## src/verilog/pirq_pkg.sv

```systemverilog
// Package: register map, field positions and reset values of the flag block
package pirq_pkg;

    // ********************************************
    // Register byte addresses (one word each)
    // ********************************************
    localparam logic [7:0] ADDR_FLAGS = 8'h16;    // Request flags (bank 1)
    localparam logic [7:0] ADDR_ENABLE = 8'h17;   // Peripheral enables
    localparam logic [7:0] ADDR_CORE = 8'h18;     // Core status (disable)
    localparam logic [7:0] ADDR_TCFG = 8'h1C;     // Timer configuration
    localparam logic [7:0] ADDR_P1 = 8'h20;       // First period
    localparam logic [7:0] ADDR_P2 = 8'h24;       // Second period
    localparam logic [7:0] ADDR_P3 = 8'h28;       // Third period pair
    localparam logic [7:0] ADDR_PMATCH = 8'h2C;   // Port change latch
    localparam logic [7:0] ADDR_CNT = 8'h30;      // Timer counts

    // ********************************************
    // Flag bit positions
    // ********************************************
    localparam int BIT_PORT = 7;
    localparam int BIT_T3 = 6;
    localparam int BIT_T2 = 5;
    localparam int BIT_T1 = 4;
    localparam int BIT_CAP2 = 3;
    localparam int BIT_CAP1 = 2;
    localparam int BIT_TX = 1;
    localparam int BIT_RX = 0;
    localparam int BIT_GDIS = 4;      // Disable bit in core status
    localparam int BIT_WIDTH = 0;     // Timer width select in config
    localparam int BIT_CAPSEL = 1;    // Capture or period select
    localparam int BIT_TRUN = 2;      // Timer run enable

    // ********************************************
    // Reset values and masks
    // ********************************************
    localparam logic [7:0] RW_FLAG_MASK = 8'hFC;   // Bits 7..2 writable
    localparam logic [7:0] ENABLE_RESET = 8'h00;
    localparam logic [7:0] CORE_RESET = 8'h10;     // Disable set by reset
    localparam logic [7:0] CFG_RESET = 8'h00;
    localparam logic [7:0] PERIOD_RESET = 8'hFF;
    localparam logic [15:0] ZERO16 = 16'h0000;
    localparam logic [31:0] UNMAPPED_READ = 32'h0000_0000;

endpackage

```

## src/verilog/pirq_timer8.sv

```systemverilog
// Module: 8-bit period timer with roll-to-zero pulse
`timescale 1ns/10ps
module pirq_timer8
    import pirq_pkg::*;
(
    // Clock and reset
    input wire logic CLK,
    input wire logic RST,
    // Control
    input wire logic tick,
    input wire logic [7:0] period,
    // Count and event
    output logic [7:0] count,
    output logic match,
    output logic rolled
);

    // ********************************************
    // State
    // ********************************************
    typedef struct packed {
        logic [7:0] cnt;    // Running count
        logic roll;         // One-cycle roll pulse
    } t8_state_t;

    t8_state_t st;        // Registered state
    t8_state_t next_st;   // Next state

    assign match = (st.cnt == period);
    assign count = st.cnt;
    assign rolled = st.roll;

    // Count up, wrap to zero on period match
    always_comb begin
        next_st = st;
        next_st.roll = 1'b0;
        if (tick) begin
            if (match) begin
                next_st.cnt = ZERO16[7:0];
                next_st.roll = 1'b1;
            end else begin
                next_st.cnt = st.cnt + 8'h01;
            end
        end
    end

    // State register
    always_ff @(posedge CLK) begin
        if (RST) begin
            st <= '0;
        end else begin
            st <= next_st;
        end
    end

endmodule

```

## src/verilog/pirq_sync.sv

```systemverilog
// Module: two-flop synchroniser with rising edge detect, per bit
`timescale 1ns/10ps
module pirq_sync #(
    parameter int W = 10
) (
    // Clock and reset
    input wire logic CLK,
    input wire logic RST,
    // Asynchronous input and synced results
    input wire logic [W-1:0] async_in,
    output logic [W-1:0] level,
    output logic [W-1:0] rise
);

    // ********************************************
    // State
    // ********************************************
    typedef struct packed {
        logic [W-1:0] s1;    // First flop, read only by s2
        logic [W-1:0] s2;    // Synced level
        logic [W-1:0] s3;    // Delayed copy for edges
    } sync_state_t;

    sync_state_t st;
    sync_state_t next_st;

    assign level = st.s2;

    // Edge detect uses only the second and third flops
    genvar i;
    generate
        for (i = 0; i < W; i++) begin : g_edge
            assign rise[i] = st.s2[i] & ~st.s3[i];
        end
    endgenerate

    // Shift chain
    always_comb begin
        next_st.s1 = async_in;
        next_st.s2 = st.s1;
        next_st.s3 = st.s2;
    end

    // State register
    always_ff @(posedge CLK) begin
        if (RST) begin
            st <= '0;
        end else begin
            st <= next_st;
        end
    end

endmodule

```

## src/verilog/peripheral_irq_flags.sv

```systemverilog
// Module: peripheral request flags, enables and combined request
// Operation
// - Flags set regardless of enable or disable
// - Flag register at address 16h
// - Port mismatch sets bit 7 continuously
// - Capture mode: third timer overflow sets 6
// - Period mode: third timer period roll sets 6
// - 8-bit mode: second timer period roll sets bit 5
// - 8-bit mode: first timer roll sets 4
// - 16-bit mode: paired timers roll sets 4
// - Second capture pin edge sets bit 3
// - First capture pin edge sets bit 2
// - Bit 1 reads transmit buffer empty
// - Bit 0 reads receive buffer full
// - Enable bit 1 gates transmit interrupt
// - Enable bit 0 gates receive interrupt
// - Combined request is OR of flag&enable
// - Global disable set by reset, blocks
//
// Our own choice: the Avalon-MM register port.
`timescale 1ns/10ps
module peripheral_irq_flags
    import pirq_pkg::*;
#(
    parameter int PORT_W = 8    // Monitored port width
) (
    // Clock and reset
    input wire logic CLK,
    input wire logic RST,
    // Avalon-MM slave
    input wire logic [7:0] AVS_ADDRESS,
    input wire logic AVS_READ,
    input wire logic AVS_WRITE,
    input wire logic [31:0] AVS_WRITEDATA,
    input wire logic [3:0] AVS_BYTEENABLE,
    output logic [31:0] AVS_READDATA,
    output logic AVS_WAITREQUEST,
    // External pins
    input wire logic [PORT_W-1:0] CHANGE_MONITOR_PORT,
    input wire logic FIRST_CAPTURE_PIN,
    input wire logic SECOND_CAPTURE_PIN,
    // Transceiver buffer status (same clock)
    input wire logic TX_BUF_EMPTY,
    input wire logic RX_BUF_FULL,
    // Requests to the core
    output logic COMBINED_PERIPHERAL_REQUEST,
    output logic IRQ
);

    // ********************************************
    // Types and state
    // ********************************************
    typedef struct packed {
        logic [7:2] flags;            // Sticky request flags
        logic [7:0] enable;           // Peripheral enable reg
        logic [7:0] core_status;      // Holds global disable
        logic [7:0] cfg;              // Width, select, run
        logic [7:0] first_period_reg;
        logic [7:0] second_period_reg;
        logic [7:0] third_period_low;
        logic [7:0] third_period_high;
        logic [15:0] third_timer_count;
        logic [PORT_W-1:0] port_latch; // Latched port value
        logic [31:0] rdata;           // Registered read data
        logic ack;                    // Answer pulse
    } top_state_t;

    top_state_t st;
    top_state_t next_st;

    // Synchroniser outputs
    logic [PORT_W+1:0] sync_level;
    logic [PORT_W+1:0] sync_rise;
    // Timer wires
    logic [7:0] t1_count;
    logic [7:0] t2_count;
    logic t1_match;
    logic t2_match;
    logic t1_roll;
    logic t2_roll;
    logic t2_tick;
    logic run;
    logic wide;
    logic cap_mode;
    logic [15:0] third_period;
    logic t3_match;
    logic t3_roll;
    logic wide_roll;
    logic [7:0] t1_period;        // Low half wraps at all ones when paired, until high half matches
    logic [7:0] flag_view;        // Full flag register as read
    logic [7:0] src_set;          // Hardware set terms
    logic port_mismatch;
    logic [7:0] wmask;            // Write bits with byte lane 0
    logic sel_wr;
    logic sel_rd;

    assign run = st.cfg[BIT_TRUN];
    assign wide = st.cfg[BIT_WIDTH];
    assign cap_mode = st.cfg[BIT_CAPSEL];
    assign third_period = {st.third_period_high, st.third_period_low};

    // ********************************************
    // Pin synchronisers
    // ********************************************
    pirq_sync #(
        .W(PORT_W + 2)
    ) u_sync (
        .CLK(CLK),
        .RST(RST),
        .async_in({CHANGE_MONITOR_PORT, SECOND_CAPTURE_PIN,
                   FIRST_CAPTURE_PIN}),
        .level(sync_level),
        .rise(sync_rise)
    );

    // ********************************************
    // First and second timers
    // ********************************************
    // In wide mode the first timer carries into the second
    // low half only wraps at its period when high half matches
    assign t1_period = (wide & ~t2_match) ? 8'hFF : st.first_period_reg;

    pirq_timer8 u_t1 (
        .CLK(CLK),
        .RST(RST),
        .tick(run),
        .period(t1_period),
        .count(t1_count),
        .match(t1_match),
        .rolled(t1_roll)
    );

    // Second timer ticks on each first-timer roll when paired
    assign t2_tick = wide ? (run & t1_match) : run;

    pirq_timer8 u_t2 (
        .CLK(CLK),
        .RST(RST),
        .tick(t2_tick),
        .period(st.second_period_reg),
        .count(t2_count),
        .match(t2_match),
        .rolled(t2_roll)
    );

    // Paired roll: both halves wrapped together
    assign wide_roll = t1_roll & t2_roll;

    // Third timer: overflow in capture mode, period roll otherwise
    assign t3_match = cap_mode ? (st.third_timer_count == 16'hFFFF)
                               : (st.third_timer_count == third_period);
    assign t3_roll = run & t3_match;

    // Port mismatch against latched value
    assign port_mismatch = (sync_level[PORT_W+1:2] != st.port_latch);

    // ********************************************
    // Flag sources
    // ********************************************
    always_comb begin
        src_set = 8'h00;
        src_set[BIT_PORT] = port_mismatch;
        src_set[BIT_T3] = t3_roll;
        src_set[BIT_T2] = t2_roll & ~wide;
        src_set[BIT_T1] = wide ? wide_roll : t1_roll;
        src_set[BIT_CAP2] = sync_rise[1];
        src_set[BIT_CAP1] = sync_rise[0];
    end

    assign flag_view = {st.flags, TX_BUF_EMPTY, RX_BUF_FULL};

    // ********************************************
    // Bus decode
    // ********************************************
    assign wmask = AVS_BYTEENABLE[0] ? 8'hFF : 8'h00;
    // Writes land on the answer edge, when waitrequest is seen low
    assign sel_wr = AVS_WRITE & st.ack;
    assign sel_rd = AVS_READ & ~st.ack;
    // Wait one cycle, then answer on the ack cycle
    assign AVS_WAITREQUEST = (AVS_READ | AVS_WRITE) & ~st.ack;
    assign AVS_READDATA = st.rdata;

    assign COMBINED_PERIPHERAL_REQUEST = |(flag_view & st.enable);
    // global disable blocks the request to the core
    assign IRQ = COMBINED_PERIPHERAL_REQUEST & ~st.core_status[BIT_GDIS];

    // ********************************************
    // Next-state logic
    // ********************************************
    always_comb begin
        next_st = st;
        next_st.ack = (AVS_WRITE | AVS_READ) & ~st.ack;
        // Third timer count
        if (run) begin
            next_st.third_timer_count = t3_match ? ZERO16
                : st.third_timer_count + 16'h0001;
        end
        // Register writes
        if (sel_wr) begin
            unique case (AVS_ADDRESS)
                ADDR_FLAGS: next_st.flags =
                    (AVS_WRITEDATA[7:2] & RW_FLAG_MASK[7:2] & wmask[7:2])
                    | (st.flags & ~wmask[7:2]);
                ADDR_ENABLE: next_st.enable = AVS_WRITEDATA[7:0] & wmask
                    | st.enable & ~wmask;
                ADDR_CORE: next_st.core_status = AVS_WRITEDATA[7:0] & wmask
                    | st.core_status & ~wmask;
                ADDR_TCFG: next_st.cfg = AVS_WRITEDATA[7:0] & wmask
                    | st.cfg & ~wmask;
                ADDR_P1: next_st.first_period_reg = AVS_WRITEDATA[7:0];
                ADDR_P2: next_st.second_period_reg = AVS_WRITEDATA[7:0];
                ADDR_P3: begin
                    next_st.third_period_low = AVS_WRITEDATA[7:0];
                    next_st.third_period_high = AVS_WRITEDATA[15:8];
                end
                // Writing here re-latches the port, ending mismatch
                ADDR_PMATCH: next_st.port_latch = sync_level[PORT_W+1:2];
                default: ;
            endcase
        end
        // hardware set after write, so set wins
        next_st.flags = next_st.flags | src_set[7:2];
        // Read data
        if (sel_rd) begin
            unique case (AVS_ADDRESS)
                ADDR_FLAGS: next_st.rdata = {24'h00_0000, flag_view};
                ADDR_ENABLE: next_st.rdata = {24'h00_0000, st.enable};
                ADDR_CORE: next_st.rdata = {24'h00_0000, st.core_status};
                ADDR_TCFG: next_st.rdata = {24'h00_0000, st.cfg};
                ADDR_P1: next_st.rdata = {24'h00_0000, st.first_period_reg};
                ADDR_P2: next_st.rdata = {24'h00_0000, st.second_period_reg};
                ADDR_P3: next_st.rdata = {16'h0000, third_period};
                ADDR_PMATCH: next_st.rdata =
                    32'(st.port_latch);
                ADDR_CNT: next_st.rdata = {t2_count, t1_count,
                    st.third_timer_count};
                default: next_st.rdata = UNMAPPED_READ;
            endcase
        end
    end

    // ********************************************
    // State register
    // ********************************************
    // reset values
    always_ff @(posedge CLK) begin
        if (RST) begin
            st <= '0;
            st.enable <= ENABLE_RESET;
            st.core_status <= CORE_RESET;
            st.cfg <= CFG_RESET;
            st.first_period_reg <= PERIOD_RESET;
            st.second_period_reg <= PERIOD_RESET;
            st.third_period_low <= PERIOD_RESET;
            st.third_period_high <= PERIOD_RESET;
        end else begin
            st <= next_st;
        end
    end

endmodule

```

## config.mk

```make
export PLATFORM = sky130hd
export DESIGN_NAME = peripheral_irq_flags
export DESIGN_NICKNAME = d
export VERILOG_FILES = /design/src/verilog/pirq_pkg.sv /design/src/verilog/pirq_timer8.sv /design/src/verilog/pirq_sync.sv /design/src/verilog/peripheral_irq_flags.sv
export SDC_FILE = /design/constraint.sdc
export NUM_CORES = 1
export LEC_CHECK = 0
export ABC_AREA = 1
export BUFFER_PORTS_ARGS = -buffer_cell sky130_fd_sc_hd__clkbuf_2
export CORE_UTILIZATION = 62
export DETAILED_ROUTE_END_ITERATION = 10
export PLACE_DENSITY = 0.87
export SLEW_MARGIN = 20
export SYNTH_ARGS = -nofsm -noshare
export SYNTH_HDL_FRONTEND = slang
export SYNTH_HIERARCHICAL = 1
export SYNTH_SLANG_ARGS = --single-unit
```

## constraint.sdc

```tcl
create_clock -name CLK -period 5.8 [get_ports CLK]
set_input_delay 0.58 -clock CLK [delete_from_list [all_inputs] [get_ports CLK]]
set_output_delay 0.58 -clock CLK [all_outputs]
set_load 0.005 [all_outputs]
```

==> flow_metrics.py <==
metrics = {
    "outcome": {
        "outcome": "completed",
    },
    "detailed_routing": {
        "firstDrtPassIters": 6,
        "wl_per_cell_um": 14.33,
        "drt-total-wl_um": 18630,
        "drt-vias-per-instance": 5.471,
        "ant_nets": 0,
        "drt-initial-drc-count": 716,
        "drcViolationCount": 0,
        "vias": 7112,
    },
    "grt": {
        "overflow": 0,
        "grt_pass1_wl_um": 30330,
        "grt_max_degree": 71,
        "antenna_found_initial": 0,
        "grt_usage": 0.3026,
        "grt_pass1_vias": 6371,
    },
    "sta": {
        "maxSlewHeadroom": 0.3622,
        "slew_violations": 0,
        "fmax_mhz": 320.6,
        "setup-tns-final_ps": 0,
        "hold_viol": 0,
        "fin_skew_ps": 5.622,
        "finalCritPeriodShare": 0.5377,
        "grt_setup_unrepaired": "no",
        "layout_min_cycle_time_ps": 3119,
        "setup_viol": 0,
        "worst_pin_slew_ps": 955.7,
    },
    "clock_network": {
        "clockRootBuffer": "clkbuf_16",
        "clk_pin_slew_ps": 60,
        "htreeDepth": 4,
        "post_cts_buffers": 0,
        "cts.sinks": 159,
        "clockBufferDepth": 2,
        "cts_tree": "done",
        "cts-resized-gates": 0,
        "ctsHoldBuffers": 0,
        "cts_buffers": 17,
        "clkLatencyLatePin_ps": 430,
    },
    "logic_synthesis": {
        "synthesis.nets": 1169,
        "syn-mean-instance-area_um2": 7.041,
        "synth.cell_area_um2": 7787,
        "synthCells": 1106,
        "yosysWarnings": 6,
    },
    "cells_and_area": {
        "n_antenna_cell": 0,
        "areaGrowthSynthToFinish_pct": 8.371,
        "finalNetCount": 1183,
        "layout-drive-gt1-share": 0.1228,
        "final_common_cell": "nand2_1",
        "layout_common_cells": "nand2_1, dfxtp_1, inv_1",
    },
    "floorplan": {
        "dieArea_um2": 13010,
        "core_area_um2": 12110,
        "fp.dieW_um": 114.1,
        "placementRows": 40,
        "initial_core_util": 0.6430,
        "die_y_um": 114.1,
        "ios": 95,
    },
    "setup_path": {
        "slowest_stage": "dfxtp_1",
        "cpPeakStageDelay_ps": 460,
        "crit_arrival_ps": 3440,
        "cp-start-kind": "flip-flop",
        "critPathMaxFanout": 8,
        "cp.required_ps": 6120,
        "crit_type": "flip-flop to flip-flop",
        "worstPathCellList": "nand2_1, nand2_1, nand2_1, nor4_1, or2_2, nand2_1, inv_1, nand2_1, nand2_1, nand2_1, nor4_1, nor2_1, nor2_1, nand2_1, nor2_2, xor2_1, nor2_1",
        "cpMostUsedCell": "nand2_1",
        "endpoint_kind": "flip-flop",
    },
    "place": {
        "hpwlAfterDp_um": 12920,
        "portBuffers": 75,
        "place_congestion": 0.9390,
    },
    "hold_path": {
        "hold_path.class": "primary input to flip-flop",
    },
    "job": {
        "drv_cap": 0,
    },
    "pwr": {
        "max-vdd-ir-drop_uv": 231.3,
        "leakage_nw": 3.742,
        "power_mw": 2.303,
        "power.density_nw_per_um2": 272.9,
    },
}
## power by group
group	switching (mW)	total [mW]	internal [mW]	leakage, nW
Clock	0.418	1.10	0.685	0.293
Combinational	0.0668	0.0934	0.0265	2.16
Sequential	0.00514	1.11	1.10	1.29
Total	0.490	2.30	1.81	3.74
## cell type report
| cell class | instances | area, um^2 |
|---|---|---|
| clock buffer | 25 | 505.5 |
| clock inverter | 6 | 80.08 |
| fill | 1021 | 3672 |
| inverter | 141 | 529.3 |
| multi-input combinational | 723 | 3533 |
| sequential | 159 | 3183 |
| tap | 168 | 210.2 |
| timing repair buffer | 78 | 397.9 |
## metrics by stage
step	setup slack [ps]	utilization	hold slack (ps)	std cells	cell area, um^2
finish	2681	0.6968	330.4	1300	8439
global route	2217	0.6968	331.2	1300	8439
CTS	2703	0.6968	319.7	1300	8439
detailed placement	2627	0.6485	392.0	1269	7854
global placement	2713	0.6485	389.0	1269	7854
floorplan	3302	-	388.3	1106	7787
## final timing paths
check | start | to | slack [ps] | cells after the start
setup / recovery | u_t2/count[0] | u_t2/count[5] | 2680 | 17
hold / removal | CHANGE_MONITOR_PORT[3] | u_sync/next_st[15] | 330 | 3
setup reg to reg | u_t2/count[0] | u_t2/count[5] | 2680 | 17
hold reg to reg | u_sync/next_st[15] | u_sync/level[5] | 400 | 2
## routing by layer
layer,vias up,share of wire,global-route usage
li1,3488,-,-
met1,3249,0.42,0.3820
met2,310,0.46,0.4881
met3,65,0.079,0.06564
met4,0,0.040,0.1558
met5,-,0,0
## worst max-delay path, delay by kind of cell (launching register included)
family / cells / cell delay, ps
buffers and inverters: 1 / 70
AND/OR/NAND/NOR: 15 / 2290
XOR/XNOR: 1 / 180
flip-flops: 1 / 460
No activity file was read; power rests on OpenSTA's default activity.
